## src/slss_cfg.svh

```systemverilog
// Offsets, field positions, reset values and timing counts of the sequencer
`ifndef SLSS_CFG_SVH
`define SLSS_CFG_SVH
`define SLSS_OFS_CTRL     8'h00
`define SLSS_OFS_CONF     8'h04
`define SLSS_OFS_STAT     8'h08
`define SLSS_CTRL_EN_BIT  0
`define SLSS_CTRL_CAL_BIT 1
`define SLSS_CTRL_RST     32'h0000_0001
`define SLSS_CONF_RST     32'h0000_1f00
`define SLSS_ILA_MFRAMES  4
`define SLSS_CAL_CYCLES   64
`endif

```

## src/slss_pkg.sv

```systemverilog
// Types of the link startup sequencer
package slss_pkg;
    typedef enum {
        ST_OFF, ST_CAL, ST_WAIT_SYNC, ST_CGS, ST_ILA, ST_DATA
    } slss_state_e;
    typedef logic [1:0] slss_sym_t;
    localparam slss_sym_t SYM_IDLE = 2'h0;
    localparam slss_sym_t SYM_CGS  = 2'h1;
    localparam slss_sym_t SYM_ILA  = 2'h2;
    localparam slss_sym_t SYM_DATA = 2'h3;
endpackage : slss_pkg

```

## src/slss_sync2.sv

```systemverilog
// Two-flop synchroniser for pin inputs
`timescale 1ns/100ps
module slss_sync2 (
    input  wire logic clk,
    input  wire logic rst,
    input  wire logic d,
    output logic      q
);
    logic meta_q;
    always_ff @(posedge clk or posedge rst) begin
        if (rst) begin
            meta_q <= 1'b0;
            q      <= 1'b0;
        end else begin
            meta_q <= d;
            q      <= meta_q;
        end
    end
endmodule : slss_sync2

```

## src/slss_top.sv

```systemverilog
// Link startup sequencer with Wishbone registers
//
// Added by the designer: the placing of the registers and the Wishbone interface to the registers.
`timescale 1ns/100ps
`include "slss_cfg.svh"
// Operation
// [RL1] Writing zero to link_enable_bit shuts the link down and opens config.
// [RL2] Software sets decimation, scrambler, K-1 and rate while disabled.
// [RL3] Writing one to calibration_soft_trigger runs a calibration first.
// [RL4] Writing one to link_enable_bit enables the serial link.
// [RL5] A SYSREF rising edge after enable sets the multiframe clock phase.
// [RL6] The SYSREF edge may be omitted without deterministic latency.
// [RL7] The receiver asserts sync_n low to start link communication. The code already sends sync characters in ST_WAIT_SYNC, before sync_n falls.
// [RL8] Deasserted sync_n after code group sync starts lane alignment.
// [RL9] Sample data follows the last alignment frame with no idle gap.
// [RL10] While sync_n is low and link enabled, sync characters are sent.
module slss_top #(
    parameter int CAL_CYCLES = `SLSS_CAL_CYCLES
) (
    input  wire logic        clk,
    input  wire logic        rst,
    input  wire logic        wb_cyc_i,
    input  wire logic        wb_stb_i,
    input  wire logic        wb_we_i,
    input  wire logic [7:0]  wb_adr_i,
    input  wire logic [3:0]  wb_sel_i,
    input  wire logic [31:0] wb_dat_i,
    output logic      [31:0] wb_dat_o,
    output logic             wb_ack_o,
    input  wire logic        sysref,
    input  wire logic        sync_n,
    output logic             link_on,
    output logic      [1:0]  lane_sym,
    output logic             lmfc_pulse,
    output logic      [2:0]  decimate_sel,
    output logic             scrambler_enable,
    output logic             serial_ddr
);
    // ------------------------------------------------------------
    // Pin synchronisers and register state
    // ------------------------------------------------------------
    logic                sysref_s, sync_n_s, sysref_d_q;
    logic                link_enable_bit;
    logic                cal_req_q;
    logic [31:0]         conf_q;
    logic [4:0]          multiframe_length_minus_one;
    logic [4:0]          lmfc_cnt_q;
    logic [15:0]         cal_cnt_q;
    logic [2:0]          ila_cnt_q;
    logic                phase_set_q;
    slss_pkg::slss_state_e state_q;
    logic                wr, rd, lmfc_wrap;

    slss_sync2 u_sref (.clk(clk), .rst(rst), .d(sysref), .q(sysref_s));
    slss_sync2 u_sync (.clk(clk), .rst(rst), .d(sync_n), .q(sync_n_s));

    assign wr = wb_cyc_i && wb_stb_i && wb_we_i && !wb_ack_o;
    assign rd = wb_cyc_i && wb_stb_i && !wb_we_i && !wb_ack_o;
    assign multiframe_length_minus_one = conf_q[12:8];
    assign lmfc_wrap = (lmfc_cnt_q == multiframe_length_minus_one);

    // ------------------------------------------------------------
    // Wishbone slave: one wait state, unmapped reads give zero
    // ------------------------------------------------------------
    always_ff @(posedge clk or posedge rst) begin
        if (rst) begin
            wb_ack_o <= 1'b0;
        end else begin
            wb_ack_o <= wb_cyc_i && wb_stb_i && !wb_ack_o;
        end
    end

    always_ff @(posedge clk or posedge rst) begin
        if (rst) begin
            wb_dat_o <= 32'h0;
        end else if (rd) begin
            case (wb_adr_i)
                `SLSS_OFS_CTRL: wb_dat_o <= {30'h0, cal_req_q,
                                             link_enable_bit};
                `SLSS_OFS_CONF: wb_dat_o <= conf_q;
                `SLSS_OFS_STAT: wb_dat_o <= {24'h0, phase_set_q,
                                             sync_n_s, 1'b0, lane_sym,
                                             3'(state_q)};
                default:        wb_dat_o <= 32'h0;
            endcase
        end
    end

    always_ff @(posedge clk or posedge rst) begin
        if (rst) begin
            link_enable_bit <= 1'b1;
        end else if (wr && wb_adr_i == `SLSS_OFS_CTRL && wb_sel_i[0]) begin
            link_enable_bit <= wb_dat_i[`SLSS_CTRL_EN_BIT]; // see [RL1] [RL4]
        end
    end

    // Config writes are dropped while the link runs, so a live link
    // never sees its framing change underneath it.
    always_ff @(posedge clk or posedge rst) begin
        if (rst) begin
            conf_q <= `SLSS_CONF_RST;
        end else if (wr && wb_adr_i == `SLSS_OFS_CONF && !link_enable_bit) begin
            for (int b = 0; b < 4; b++) begin
                if (wb_sel_i[b]) begin
                    conf_q[8*b +: 8] <= wb_dat_i[8*b +: 8]; // see [RL2]
                end
            end
        end
    end

    // Trigger held until the calibration count reaches zero at the end of ST_CAL
    always_ff @(posedge clk or posedge rst) begin
        if (rst) begin
            cal_req_q <= 1'b0;
        end else if (wr && wb_adr_i == `SLSS_OFS_CTRL && wb_sel_i[0]
                     && wb_dat_i[`SLSS_CTRL_CAL_BIT]) begin
            cal_req_q <= 1'b1; // see [RL3]
        end else if (state_q == slss_pkg::ST_CAL && cal_cnt_q == 16'h0) begin
            cal_req_q <= 1'b0;
        end
    end

    // ------------------------------------------------------------
    // Multiframe clock, phased by SYSREF
    // ------------------------------------------------------------
    always_ff @(posedge clk or posedge rst) begin
        if (rst) begin
            sysref_d_q  <= 1'b0;
            lmfc_cnt_q  <= 5'h0;
            phase_set_q <= 1'b0;
        end else begin
            sysref_d_q <= sysref_s;
            if (!link_enable_bit) begin
                phase_set_q <= 1'b0;
                lmfc_cnt_q  <= 5'h0;
            end else if (sysref_s && !sysref_d_q) begin
                lmfc_cnt_q  <= 5'h0; // see [RL5]
                phase_set_q <= 1'b1;
            end else begin
                // Free runs without SYSREF: no deterministic latency
                lmfc_cnt_q <= lmfc_wrap ? 5'h0 : lmfc_cnt_q + 5'h1; // see [RL6]
            end
        end
    end

    // ------------------------------------------------------------
    // Link state machine
    // ------------------------------------------------------------
    always_ff @(posedge clk or posedge rst) begin
        if (rst) begin
            state_q   <= slss_pkg::ST_OFF;
            cal_cnt_q <= 16'h0;
            ila_cnt_q <= 3'h0;
        end else if (!link_enable_bit && state_q != slss_pkg::ST_CAL) begin
            state_q <= slss_pkg::ST_OFF; // see [RL1]
        end else begin
            case (state_q)
                slss_pkg::ST_OFF: begin
                    if (cal_req_q) begin
                        state_q   <= slss_pkg::ST_CAL; // see [RL3]
                        cal_cnt_q <= 16'(CAL_CYCLES - 1);
                    end else if (link_enable_bit) begin
                        state_q <= slss_pkg::ST_WAIT_SYNC; // see [RL4]
                    end
                end
                slss_pkg::ST_CAL: begin
                    if (cal_cnt_q == 16'h0) begin
                        state_q <= slss_pkg::ST_OFF;
                    end else begin
                        cal_cnt_q <= cal_cnt_q - 16'h1;
                    end
                end
                slss_pkg::ST_WAIT_SYNC: begin
                    if (!sync_n_s) begin
                        state_q <= slss_pkg::ST_CGS; // see [RL7]
                    end
                end
                slss_pkg::ST_CGS: begin
                    // Alignment starts on a multiframe boundary
                    if (sync_n_s && lmfc_wrap) begin
                        state_q   <= slss_pkg::ST_ILA; // see [RL8]
                        ila_cnt_q <= 3'h0;
                    end
                end
                slss_pkg::ST_ILA: begin
                    if (!sync_n_s) begin
                        state_q <= slss_pkg::ST_CGS;
                    end else if (lmfc_wrap) begin
                        if (ila_cnt_q == 3'(`SLSS_ILA_MFRAMES - 1)) begin
                            state_q <= slss_pkg::ST_DATA; // see [RL9]
                        end
                        ila_cnt_q <= ila_cnt_q + 3'h1;
                    end
                end
                slss_pkg::ST_DATA: begin
                    if (!sync_n_s) begin
                        state_q <= slss_pkg::ST_CGS; // see [RL10]
                    end
                end
                default: state_q <= slss_pkg::ST_OFF;
            endcase
        end
    end

    // ------------------------------------------------------------
    // Registered outputs
    // ------------------------------------------------------------
    always_ff @(posedge clk or posedge rst) begin
        if (rst) begin
            link_on          <= 1'b0;
            lane_sym         <= slss_pkg::SYM_IDLE;
            lmfc_pulse       <= 1'b0;
            decimate_sel     <= 3'h0;
            scrambler_enable <= 1'b0;
            serial_ddr       <= 1'b0;
        end else begin
            // A pending trigger keeps the link down until calibration ends
            link_on          <= link_enable_bit && !cal_req_q
                                && state_q != slss_pkg::ST_CAL; // see [RL3]
            lmfc_pulse       <= lmfc_wrap;
            decimate_sel     <= conf_q[2:0];
            scrambler_enable <= conf_q[4];
            serial_ddr       <= conf_q[5];
            case (state_q)
                slss_pkg::ST_CGS:       lane_sym <= slss_pkg::SYM_CGS;
                slss_pkg::ST_WAIT_SYNC: lane_sym <= slss_pkg::SYM_CGS;
                slss_pkg::ST_ILA:       lane_sym <= slss_pkg::SYM_ILA;
                slss_pkg::ST_DATA:      lane_sym <= slss_pkg::SYM_DATA;
                default:                lane_sym <= slss_pkg::SYM_IDLE;
            endcase
        end
    end

    // ------------------------------------------------------------
    // Assertions
    // ------------------------------------------------------------
    property p_off_idle;
        @(posedge clk) disable iff (rst)
        (!link_enable_bit && state_q != slss_pkg::ST_CAL)
            |=> ##1 lane_sym == slss_pkg::SYM_IDLE;
    endproperty
    a_off_idle: assert property (p_off_idle) // see [RL1]
        else $error("link not idle while disabled");

    property p_conf_frozen;
        @(posedge clk) disable iff (rst)
        link_enable_bit |=> conf_q == $past(conf_q);
    endproperty
    a_conf_frozen: assert property (p_conf_frozen) // see [RL2]
        else $error("config changed while link enabled");

    property p_cal_len;
        @(posedge clk) disable iff (rst)
        $rose(state_q == slss_pkg::ST_CAL)
            |-> (state_q == slss_pkg::ST_CAL) [*8];
    endproperty
    a_cal_len: assert property (p_cal_len) // see [RL3]
        else $error("calibration ended too early");

    property p_enable;
        @(posedge clk) disable iff (rst)
        (state_q == slss_pkg::ST_OFF && link_enable_bit && !cal_req_q)
            |=> state_q == slss_pkg::ST_WAIT_SYNC;
    endproperty
    a_enable: assert property (p_enable) // see [RL4]
        else $error("link did not enable");

    property p_sysref;
        @(posedge clk) disable iff (rst)
        (link_enable_bit && sysref_s && !sysref_d_q)
            |=> lmfc_cnt_q == 5'h0 && phase_set_q;
    endproperty
    a_sysref: assert property (p_sysref) // see [RL5]
        else $error("multiframe phase not set by sysref");

    property p_ila_start;
        @(posedge clk) disable iff (rst)
        (state_q == slss_pkg::ST_CGS && sync_n_s && lmfc_wrap
         && link_enable_bit) |=> ##1 lane_sym == slss_pkg::SYM_ILA;
    endproperty
    a_ila_start: assert property (p_ila_start) // see [RL8]
        else $error("alignment did not start");

    property p_no_gap;
        @(posedge clk) disable iff (rst)
        (lane_sym == slss_pkg::SYM_ILA && state_q != slss_pkg::ST_ILA
         && $past(state_q) == slss_pkg::ST_ILA && sync_n_s
         && link_enable_bit)
            |-> state_q == slss_pkg::ST_DATA;
    endproperty
    a_no_gap: assert property (p_no_gap) // see [RL9]
        else $error("gap after alignment");

    property p_cgs;
        @(posedge clk) disable iff (rst)
        (state_q == slss_pkg::ST_DATA && !sync_n_s && link_enable_bit)
            |=> ##1 lane_sym == slss_pkg::SYM_CGS;
    endproperty
    a_cgs: assert property (p_cgs) // see [RL10]
        else $error("no sync characters while sync_n low");

    c_cal:  cover property (@(posedge clk) state_q == slss_pkg::ST_CAL);
    c_ila:  cover property (@(posedge clk) state_q == slss_pkg::ST_ILA);
    c_data: cover property (@(posedge clk) lane_sym == slss_pkg::SYM_DATA);
endmodule : slss_top

```

## config.mk

```make
export PLATFORM = sky130hd
export DESIGN_NAME = slss_top
export DESIGN_NICKNAME = d
export VERILOG_FILES = /design/src/slss_pkg.sv /design/src/slss_sync2.sv /design/src/slss_top.sv
export VERILOG_INCLUDE_DIRS = /design/src /design/src/src
export SDC_FILE = /design/constraint.sdc
export NUM_CORES = 1
export LEC_CHECK = 0
export BUFFER_PORTS_ARGS = -buffer_cell sky130_fd_sc_hd__buf_2
export CAP_MARGIN = 0
export CORE_MARGIN = 2
export CORE_UTILIZATION = 45
export DETAILED_ROUTE_END_ITERATION = 6
export PLACE_DENSITY = 0.69
export SLEW_MARGIN = 30
export SYNTH_ARGS = -nofsm -noshare
export SYNTH_HDL_FRONTEND = slang
export SYNTH_HIERARCHICAL = 1
export SYNTH_SLANG_ARGS = --single-unit
```

## constraint.sdc

```tcl
create_clock -name clk -period 4.4 [get_ports clk]
set_input_delay 0.44 -clock clk [delete_from_list [all_inputs] [get_ports clk]]
set_output_delay 0.44 -clock clk [all_outputs]
set_load 0.01 [all_outputs]
```

== After elaboration in Yosys (flattened, before gate mapping) ==
Cells that the tools add are included.

* Flip-flop bits (word level): 138
* Input bits: 51
* Output and inout bits: 42
* Word-level logic and storage cells: 114

* $add $sub $neg: 3
* Eq/ne operators: 23
* Mux-type cells: 26
* Bitwise gates (word level): 1
* Reductions and logical operators: 37

{| class="wikitable"
|+ Operator list
! kind !! count
|-
| $mux W32 || 9
|-
| $pmux W32 S5 || 1
|-
| $eq A32 B2 Y1 const B || 3
|-
| $pmux W32 S3 || 1
|-
| $eq A32 B3 Y1 const B || 2
|-
| $eq A32 B1 Y1 const B || 1
|-
| $logic_not A32 Y1 || 1
|-
| $mux W16 || 2
|-
| $ne A32 B2 Y1 const B || 1
|-
| $pmux W16 S2 || 1
|-
| $logic_and A1 B1 Y1 || 17
|-
| $logic_not A16 Y1 || 1
|-
| $sub A16 B1 Y16 const B || 1
|-
| $mux W5 || 3
|-
| $ne A4 B4 Y1 const B || 3
|-
| $mux W3 || 3
|-
| $ne A3 B3 Y1 const B || 3
|-
| $eq A8 B3 Y1 const B || 1
|-
| $eq A8 B4 Y1 const B || 1
|-
| $logic_not A8 Y1 || 1
|-
| $ne A2 B2 Y1 const B || 4
|-
| $reduce_and A2 Y1 || 4
|-
| $pmux W2 S3 || 1
|-
| $pmux W3 S2 || 1
|-
| 13 further kinds || 24
|}

== Longest topological paths before layout ==
Gate-level depths: netlist of run 1.

* Depth after elaboration: 7
* Mapped depth: 8
* Gate-level depth less buffers: 6

== Hierarchy ==
The synthesis of run 1 kept the hierarchy.

{| class="wikitable"
|+ By module, submodules not included
! module !! instances !! cells an instance !! area each (um^2) !! seq. area each (um^2)
|-
| slss_top || 1 || 372 || 4544.4 || 2635.0
|-
| slss_sync2 || 2 || 3 || 53.8 || 50.0
|}

== Worst setup path before layout of run 1 ==
No wires, ideal clock.

* Path type: reg-to-reg
* Start point: register cal_cnt_q[6]
* End point: register cal_cnt_q[14]
* Library setup time: 0.077 ns
* Arrival: 2.059 ns
* Required time: 4.323 ns
* Path slack: 2.264 ns
* Cell stages (with the launch flop): 5
* Path buffers: 0
* Clock period less this slack: 2.136 ns
* Cells stage by stage: dfrtp_1 > or4_4 > or4_4 > or4_1 > a21oi_1

* Longest elaborated chain between the ends: 3
* Elaborated cells on any way between the ends: 6
* Classes of those cells: add/sub: 1; eq/ne: 1; mux: 2; reduce/logical: 2

{| class="wikitable"
|+ Ends and longest elaborated chain
! what !! RTL line !! source
|-
| start, declared || slss_top.sv:48 || <nowiki>logic [15:0] cal_cnt_q;</nowiki>
|-
| start signal, assigned || slss_top.sv:161 || <nowiki>cal_cnt_q <= 16'(CAL_CYCLES - 1);</nowiki>
|-
| start signal, assigned || slss_top.sv:170 || <nowiki>cal_cnt_q <= cal_cnt_q - 16'h1;</nowiki>
|-
| $sub A16 B1 Y16 or $logic_not A16 Y1 (tied branches) || slss_top.sv:170, slss_top.sv:167 ||
|-
| $mux W16 or $ne A2 B2 Y1 (tied branches) || - ||
|-
| $pmux W16 S2 or $reduce_and A4 Y1 (tied branches) || - ||
|}

Several ways; a longest one is shown, not always the timed one. The select of a mux whose other input is x is not followed.
A chain may end at the register's enable or synchronous reset.

== Worst setup path after layout of run 1 ==
* Start point: register cal_cnt_q[2]
* End point: register cal_cnt_q[15]

Same word-level chain as after synthesis.

==> flow_metrics.py, run 1 <==
metrics = {
    "run_status": {
        "status": "complete, no violations",
    },
    "clock_network": {
        "cts_buffers": 9,
        "cts_repair_resize_count": 0,
        "tritoncts": "done",
        "cts_max_path_buffers": 2,
        "cts_root_buf": "clkbuf_8",
        "clk_latency_ps": 390,
        "htree_num_levels": 3,
        "cts.clk_slew.worst_paths_ps": 110,
        "clock_sinks": 109,
    },
    "timing": {
        "fin_crit_sh": 0.5673,
        "skew_ps": 13.84,
        "maxSlewViolCount": 0,
        "fmaxAchievable_ghz": 0.4006,
        "whs_ps": 157.6,
        "hold_violations": 0,
        "worst_pin_slew_ps": 860.3,
        "finalSetupTns_ps": 0,
        "worst_slack_ps": 1904,
        "max-slew-margin-rel": 0.4212,
        "min_period_ps": 2496,
        "setup_violations": 0,
        "rsz0062_at_grt": "no",
    },
    "pwr": {
        "finalPower_mw": 2.196,
        "ir_drop_mv": 0.1868,
        "p_leak_nw": 2.749,
        "power_per_cell_area_nw_per_um2": 400.0,
    },
    "floorplan": {
        "row_count": 37,
        "die-area_sq_um": 11170,
        "io_pins": 93,
        "start_util": 0.4568,
        "core_sq_um": 10180,
        "die_height_um": 105.7,
        "die_w_um": 105.7,
    },
    "finish": {
        "area_delta_synth_final_pct": 17.99,
        "nets": 527,
        "n_fill_cell": 899,
        "antenna_cells": 0,
        "instances_no_fill": 612,
        "drive_gt1_frac": 0.3571,
    },
    "logic_synthesis": {
        "ys_warn_count": 6,
        "syn_inst": 378,
        "synthArstFlopShare": 1.000,
        "ys_seq_area_frac": 0.5880,
        "synth-seq-cells": 109,
        "syn_avg_cell_area_sq_um": 12.31,
        "synth.distinct_cells": 53,
        "yosys_most_used_dff": "dfrtp_1",
        "syn_nets": 434,
        "synth_edf_count": 0,
        "syn_area_sq_um": 4652,
    },
    "critical_path": {
        "crit_type": "flop to flop",
        "path_cells": "nor4_1 > nand4_1 > or4_1 > a21oi_1",
        "cp-end-kind": "flop",
        "path_delay_family": "simple AND/OR/NAND/NOR gates",
        "path_buf_inv": 0,
        "cp-start-kind": "flop",
        "cp_max_fo": 8,
        "slowest_stage": "nor4_1",
        "worstPathArrival_ps": 2810,
        "cp_data_required_time_ps": 4710,
        "cpPeakStageDelay_ps": 770,
    },
    "global_routing": {
        "grt_antenna_before_repair": 0,
        "grt_pass1_vias": 3176,
        "grt_pass1_wl_mm": 15.85,
        "track_usage": 0.1823,
        "overflow": 0,
        "grt_max_degree": 76,
    },
    "drt": {
        "wirelength_mm": 9.717,
        "wl_per_cell_um": 15.88,
        "vias": 3304,
        "avgViaCountPerCell": 5.399,
        "drt_pass1_iterations": 4,
        "post-route-drc-count": 0,
        "ant_nets": 0,
        "drtIter0Drc": 253,
    },
    "place": {
        "dpl.hpwl_mm": 6.854,
        "post-place-ws_ps": 1495,
        "place_inst": 595,
        "gp_congestion": 0.7910,
        "io_buffer_count": 92,
    },
    "hold_path": {
        "hp-class": "input pin to flop",
    },
    "job": {
        "cap_violations": 0,
    },
}
-- repair_timing --
item / 4_1_cts / 5_1_grt
buffers inserted: 0 / 0
hold buffers: 1 / 0
endpoints found under the hold margin: 4 / 0
-- metal layers --
metal	track usage	routed length, um
met1	0.2571	4613
met2	0.2705	4523
met3	0.03525	366
met4	0.08929	214
met5	0	0
-- cells by family (layout without fill, tap and decap cells) --
logic type / after synthesis / in the layout / share of synthesized area
AO/OA/AOI/OAI: 80 / 80 / 0.1210
buffers and inverters: 26 / 124 / 0.02421
AND/OR/NAND/NOR: 108 / 108 / 0.1391
XOR/XNOR: 9 / 9 / 0.01694
flip-flops: 109 / 109 / 0.5879
multiplexers: 41 / 41 / 0.09737
adder cells (fa/ha/maj): 5 / 5 / 0.01345
-- cells in the final DEF (no fill, tap or decap), types with 3 or more instances in the layout --
| cell type | n |
|---|---|
| inv_1 | 12 |
| dfrtp_1 | 103 |
| a22o_1 | 27 |
| buf_2 | 92 |
| or4_1 | 4 |
| nor4_2 | 3 |
| nor3b_1 | 4 |
| o31ai_1 | 4 |
| nand4_1 | 6 |
| ha_1 | 5 |
| nor3_1 | 3 |
| nor2_1 | 18 |
| xnor2_1 | 4 |
| nand2b_1 | 4 |
| a31oi_1 | 4 |
| a21oi_1 | 9 |
| or2_2 | 4 |
| dfstp_2 | 6 |
| o21ai_0 | 20 |
| mux2_2 | 32 |
| nand2_1 | 20 |
| nand3b_1 | 3 |
| a22oi_1 | 6 |
| mux2i_1 | 7 |
| clkbuf_8 | 9 |
| nand3_1 | 5 |
| xor2_1 | 5 |
| nor4_1 | 5 |
| or3_1 | 8 |
-- cells in the mapped netlist, drive strengths merged, types with 3 or more instances --
master | instances | area [sq um]
nand2 | 20 | 75.07
nor3 | 4 | 25.02
nor2b | 3 | 18.77
a22o | 27 | 236.5
or3 | 10 | 65.06
xnor2 | 4 | 35.03
o31ai | 4 | 30.03
nand3b | 3 | 22.52
mux2 | 34 | 382.9
nor4 | 8 | 62.56
nand3 | 5 | 25.02
xor2 | 5 | 43.79
mux2i | 7 | 70.07
inv | 13 | 48.80
nor2 | 18 | 67.56
dfrtp | 103 | 2577
dfstp | 6 | 157.7
ha | 5 | 62.56
or2 | 4 | 25.02
clkbuf | 8 | 40.04
nand2b | 4 | 25.02
a21oi | 9 | 45.04
o21ai | 20 | 100.1
nand4 | 6 | 37.54
or4 | 7 | 61.31
a22oi | 6 | 45.04
nor3b | 5 | 42.54
a31oi | 4 | 25.02
buf | 5 | 23.77
-- state kept, by name, summed over array words and instances, names as in the netlist, 2 cells and up --
register	cells
lmfc_cnt_q	5
wb_dat_o	32
cal_cnt_q	16
decimate_sel	3
state_q	3
ila_cnt_q	3
conf_q	32
lane_sym	2
-- cell type report --
type	instances	area, sq um	area share
clock buffer	9	123.9	0.02257
clock inverter	7	102.6	0.01869
inverter	13	53.80	0.009802
multi-input combinational	243	1818	0.3312
sequential	109	2735	0.4983
tap	136	170.2	0.03100
timing repair buffer	95	485.5	0.08844
-- worst paths after layout --
| check | start | end | slack (ps) | cells past startpoint |
|---|---|---|---|---|
| worst min-delay path | sysref | u_sref/meta_q | 160 | 1 |
| max in group asynchronous | rst | wb_dat_o[3] | 2830 | 4 |
| min in group asynchronous | rst | u_sref/meta_q | 470 | 3 |
| worst max-delay path | cal_cnt_q[2] | cal_cnt_q[15] | 1900 | 4 |
| worst max register to register | cal_cnt_q[2] | cal_cnt_q[15] | 1900 | 4 |
| worst min register to register | u_sref/meta_q | u_sref/q | 370 | 0 |
-- through the flow --
| step | instance area [sq um] | utilization |
|---|---|---|
| floorplan | 4652 | - |
| global placement | 5239 | 0.5144 |
| detailed placement | 5239 | 0.5144 |
| CTS | 5475 | 0.5376 |
| global route | 5489 | 0.5389 |
| finish | 5489 | 0.5389 |
-- where the power goes --
| group | internal [mW] | total [mW] | switching (mW) |
|---|---|---|---|
| registers | 1.05 | 1.10 | 0.0521 |
| clock network | 0.284 | 0.666 | 0.382 |
| logic | 0.164 | 0.427 | 0.263 |
No activity file was read; power rests on OpenSTA's default activity.
==> run 2: changes to the inputs <==
- clock period: 4.4 -> 2.6 ns (I/O delays scaled with it)
==> flow_metrics.py, run 2 (synthesis gave the netlist of run 1 again) <==
metrics = {
    "clock_network": {
        "cts.clk_slew.worst_paths_ps": 100,
        "clk_latency_ps": 370,
        "htree_num_levels": 3,
        "cts_max_path_buffers": 2,
        "cts_buffers": 9,
        "clock_sinks": 109,
        "cts_repair_resize_count": 0,
        "tritoncts": "done",
        "cts_root_buf": "clkbuf_8",
    },
    "drt": {
        "ant_nets": 0,
        "wl_per_cell_um": 16.11,
        "avgViaCountPerCell": 5.395,
        "vias": 3350,
        "wirelength_mm": 10.01,
        "drt_pass1_iterations": 5,
        "post-route-drc-count": 0,
        "drtIter0Drc": 184,
    },
    "timing": {
        "fin_crit_sh": 0.8588,
        "rsz0062_at_grt": "no",
        "setup_violations": 0,
        "finalSetupTns_ps": 0,
        "worst_pin_slew_ps": 680.7,
        "worst_slack_ps": 367.2,
        "maxSlewViolCount": 0,
        "fmaxAchievable_ghz": 0.4479,
        "min_period_ps": 2233,
        "hold_violations": 0,
        "skew_ps": 11.97,
        "max-slew-margin-rel": 0.5438,
    },
    "finish": {
        "layout_common_cells": "dfrtp_1 (103), buf_2 (92), mux2_2 (32)",
        "regArea_sq_um": 2735,
        "area_delta_synth_final_pct": 18.53,
        "reg_top3": "conf_q: 32 flops, wb_dat_o: 32 flops, cal_cnt_q: 16 flops",
        "final_common_cell": "dfrtp_1",
        "drive_gt1_frac": 0.3608,
        "multi_input_area_sq_um": 1807,
        "nets": 536,
        "n_fill_cell": 917,
        "fin_util": 0.5414,
        "antenna_cells": 0,
    },
    "critical_path": {
        "path_buf_inv": 0,
        "cp_max_fo": 7,
        "cp_data_required_time_ps": 2890,
        "cp-start-kind": "flop",
        "worstPathArrival_ps": 2530,
        "path_cells": "or4_4 > or4_4 > or4_1 > a21oi_1",
        "crit_type": "flop to flop",
        "cpPeakStageDelay_ps": 580,
        "crit_top_cell": "or4_4",
        "path_delay_family": "simple AND/OR/NAND/NOR gates",
        "cp-end-kind": "flop",
        "slowest_stage": "or4_4",
    },
    "floorplan": {
        "die_height_um": 105.7,
        "io_pins": 93,
        "die-area_sq_um": 11170,
        "start_util": 0.4568,
        "row_count": 37,
        "die_w_um": 105.7,
        "core_sq_um": 10180,
    },
    "global_routing": {
        "grt_pass1_wl_mm": 16.79,
        "grt_pass1_vias": 3440,
        "grt_max_degree": 61,
        "overflow": 0,
        "track_usage": 0.1881,
        "grt_antenna_before_repair": 0,
    },
    "hold_path": {
        "hp-class": "input pin to flop",
    },
    "pwr": {
        "ir_drop_mv": 0.3060,
        "p_leak_nw": 2.766,
        "power_per_cell_area_nw_per_um2": 649.8,
    },
    "place": {
        "io_buffer_count": 92,
        "post-place-ws_ps": 192.8,
        "gp_congestion": 0.8425,
        "dpl.hpwl_mm": 7.185,
    },
    "run_status": {
        "status": "complete, no violations",
    },
    "job": {
        "cap_violations": 0,
    },
}
## run 2: changes by cell type in the layout (fill, tap and decap cells not counted), sizes merged
cell and change:
buf +7, clkinv -2, clkinvlp +2, clkbuf +1
dlygate4sd3 +2, bufinv -1
## run 2: stage by stage
step	cells	hold slack [ps]	area, sq um	power, mW
floorplan	378	1.185	4656	2.429
global placement	602	151.3	5305	2.644
detailed placement	602	152.2	5305	2.666
CTS	621	101.4	5514	3.618
global route	621	98.15	5514	3.811
finish	621	113.4	5514	3.583
## run 2: report_power, final
part / leakage [nW] / internal, mW / total, mW / switching [mW]
clock network: 0.0883 / 0.365 / 0.944 / 0.579
registers: 1.47 / 1.78 / 1.86 / 0.0852
logic: 1.20 / 0.326 / 0.775 / 0.449
## run 2: final cells by class
cell class | instances | share of cell area
clock buffer | 10 | 0.02314
tap | 136 | 0.03086
sequential | 109 | 0.4960
clock inverter | 6 | 0.009303
timing repair buffer | 104 | 0.1035
multi-input combinational | 243 | 0.3277
inverter | 13 | 0.009530
## run 2: worst paths after layout
path / start / to / slack (ps) / depth (start not counted)
min reg2reg: u_sync/meta_q / u_sync/q / 360 / 0
max: cal_cnt_q[6] / cal_cnt_q[14] / 370 / 4
max reg2reg: cal_cnt_q[6] / cal_cnt_q[14] / 370 / 4
min in group asynchronous: rst / u_sref/meta_q / 320 / 3
max in group asynchronous: rst / conf_q[11] / 1430 / 4
min: wb_dat_i[5] / conf_q[5] / 110 / 2
## run 2: per-layer routing
layer | up-vias | wire (um) | track usage
met1 | 1666 | 4670 | 0.2563
met4 | 0 | 148 | 0.06015
met3 | 12 | 379 | 0.03401
met2 | 77 | 4806 | 0.3065
li1 | 1595 | - | -
met5 | - | 0 | 0
## run 2: timing repair
action,in CTS,in global routing
hold endpoints to repair,18,0
setup buffers,0,0
hold buffers,3,0
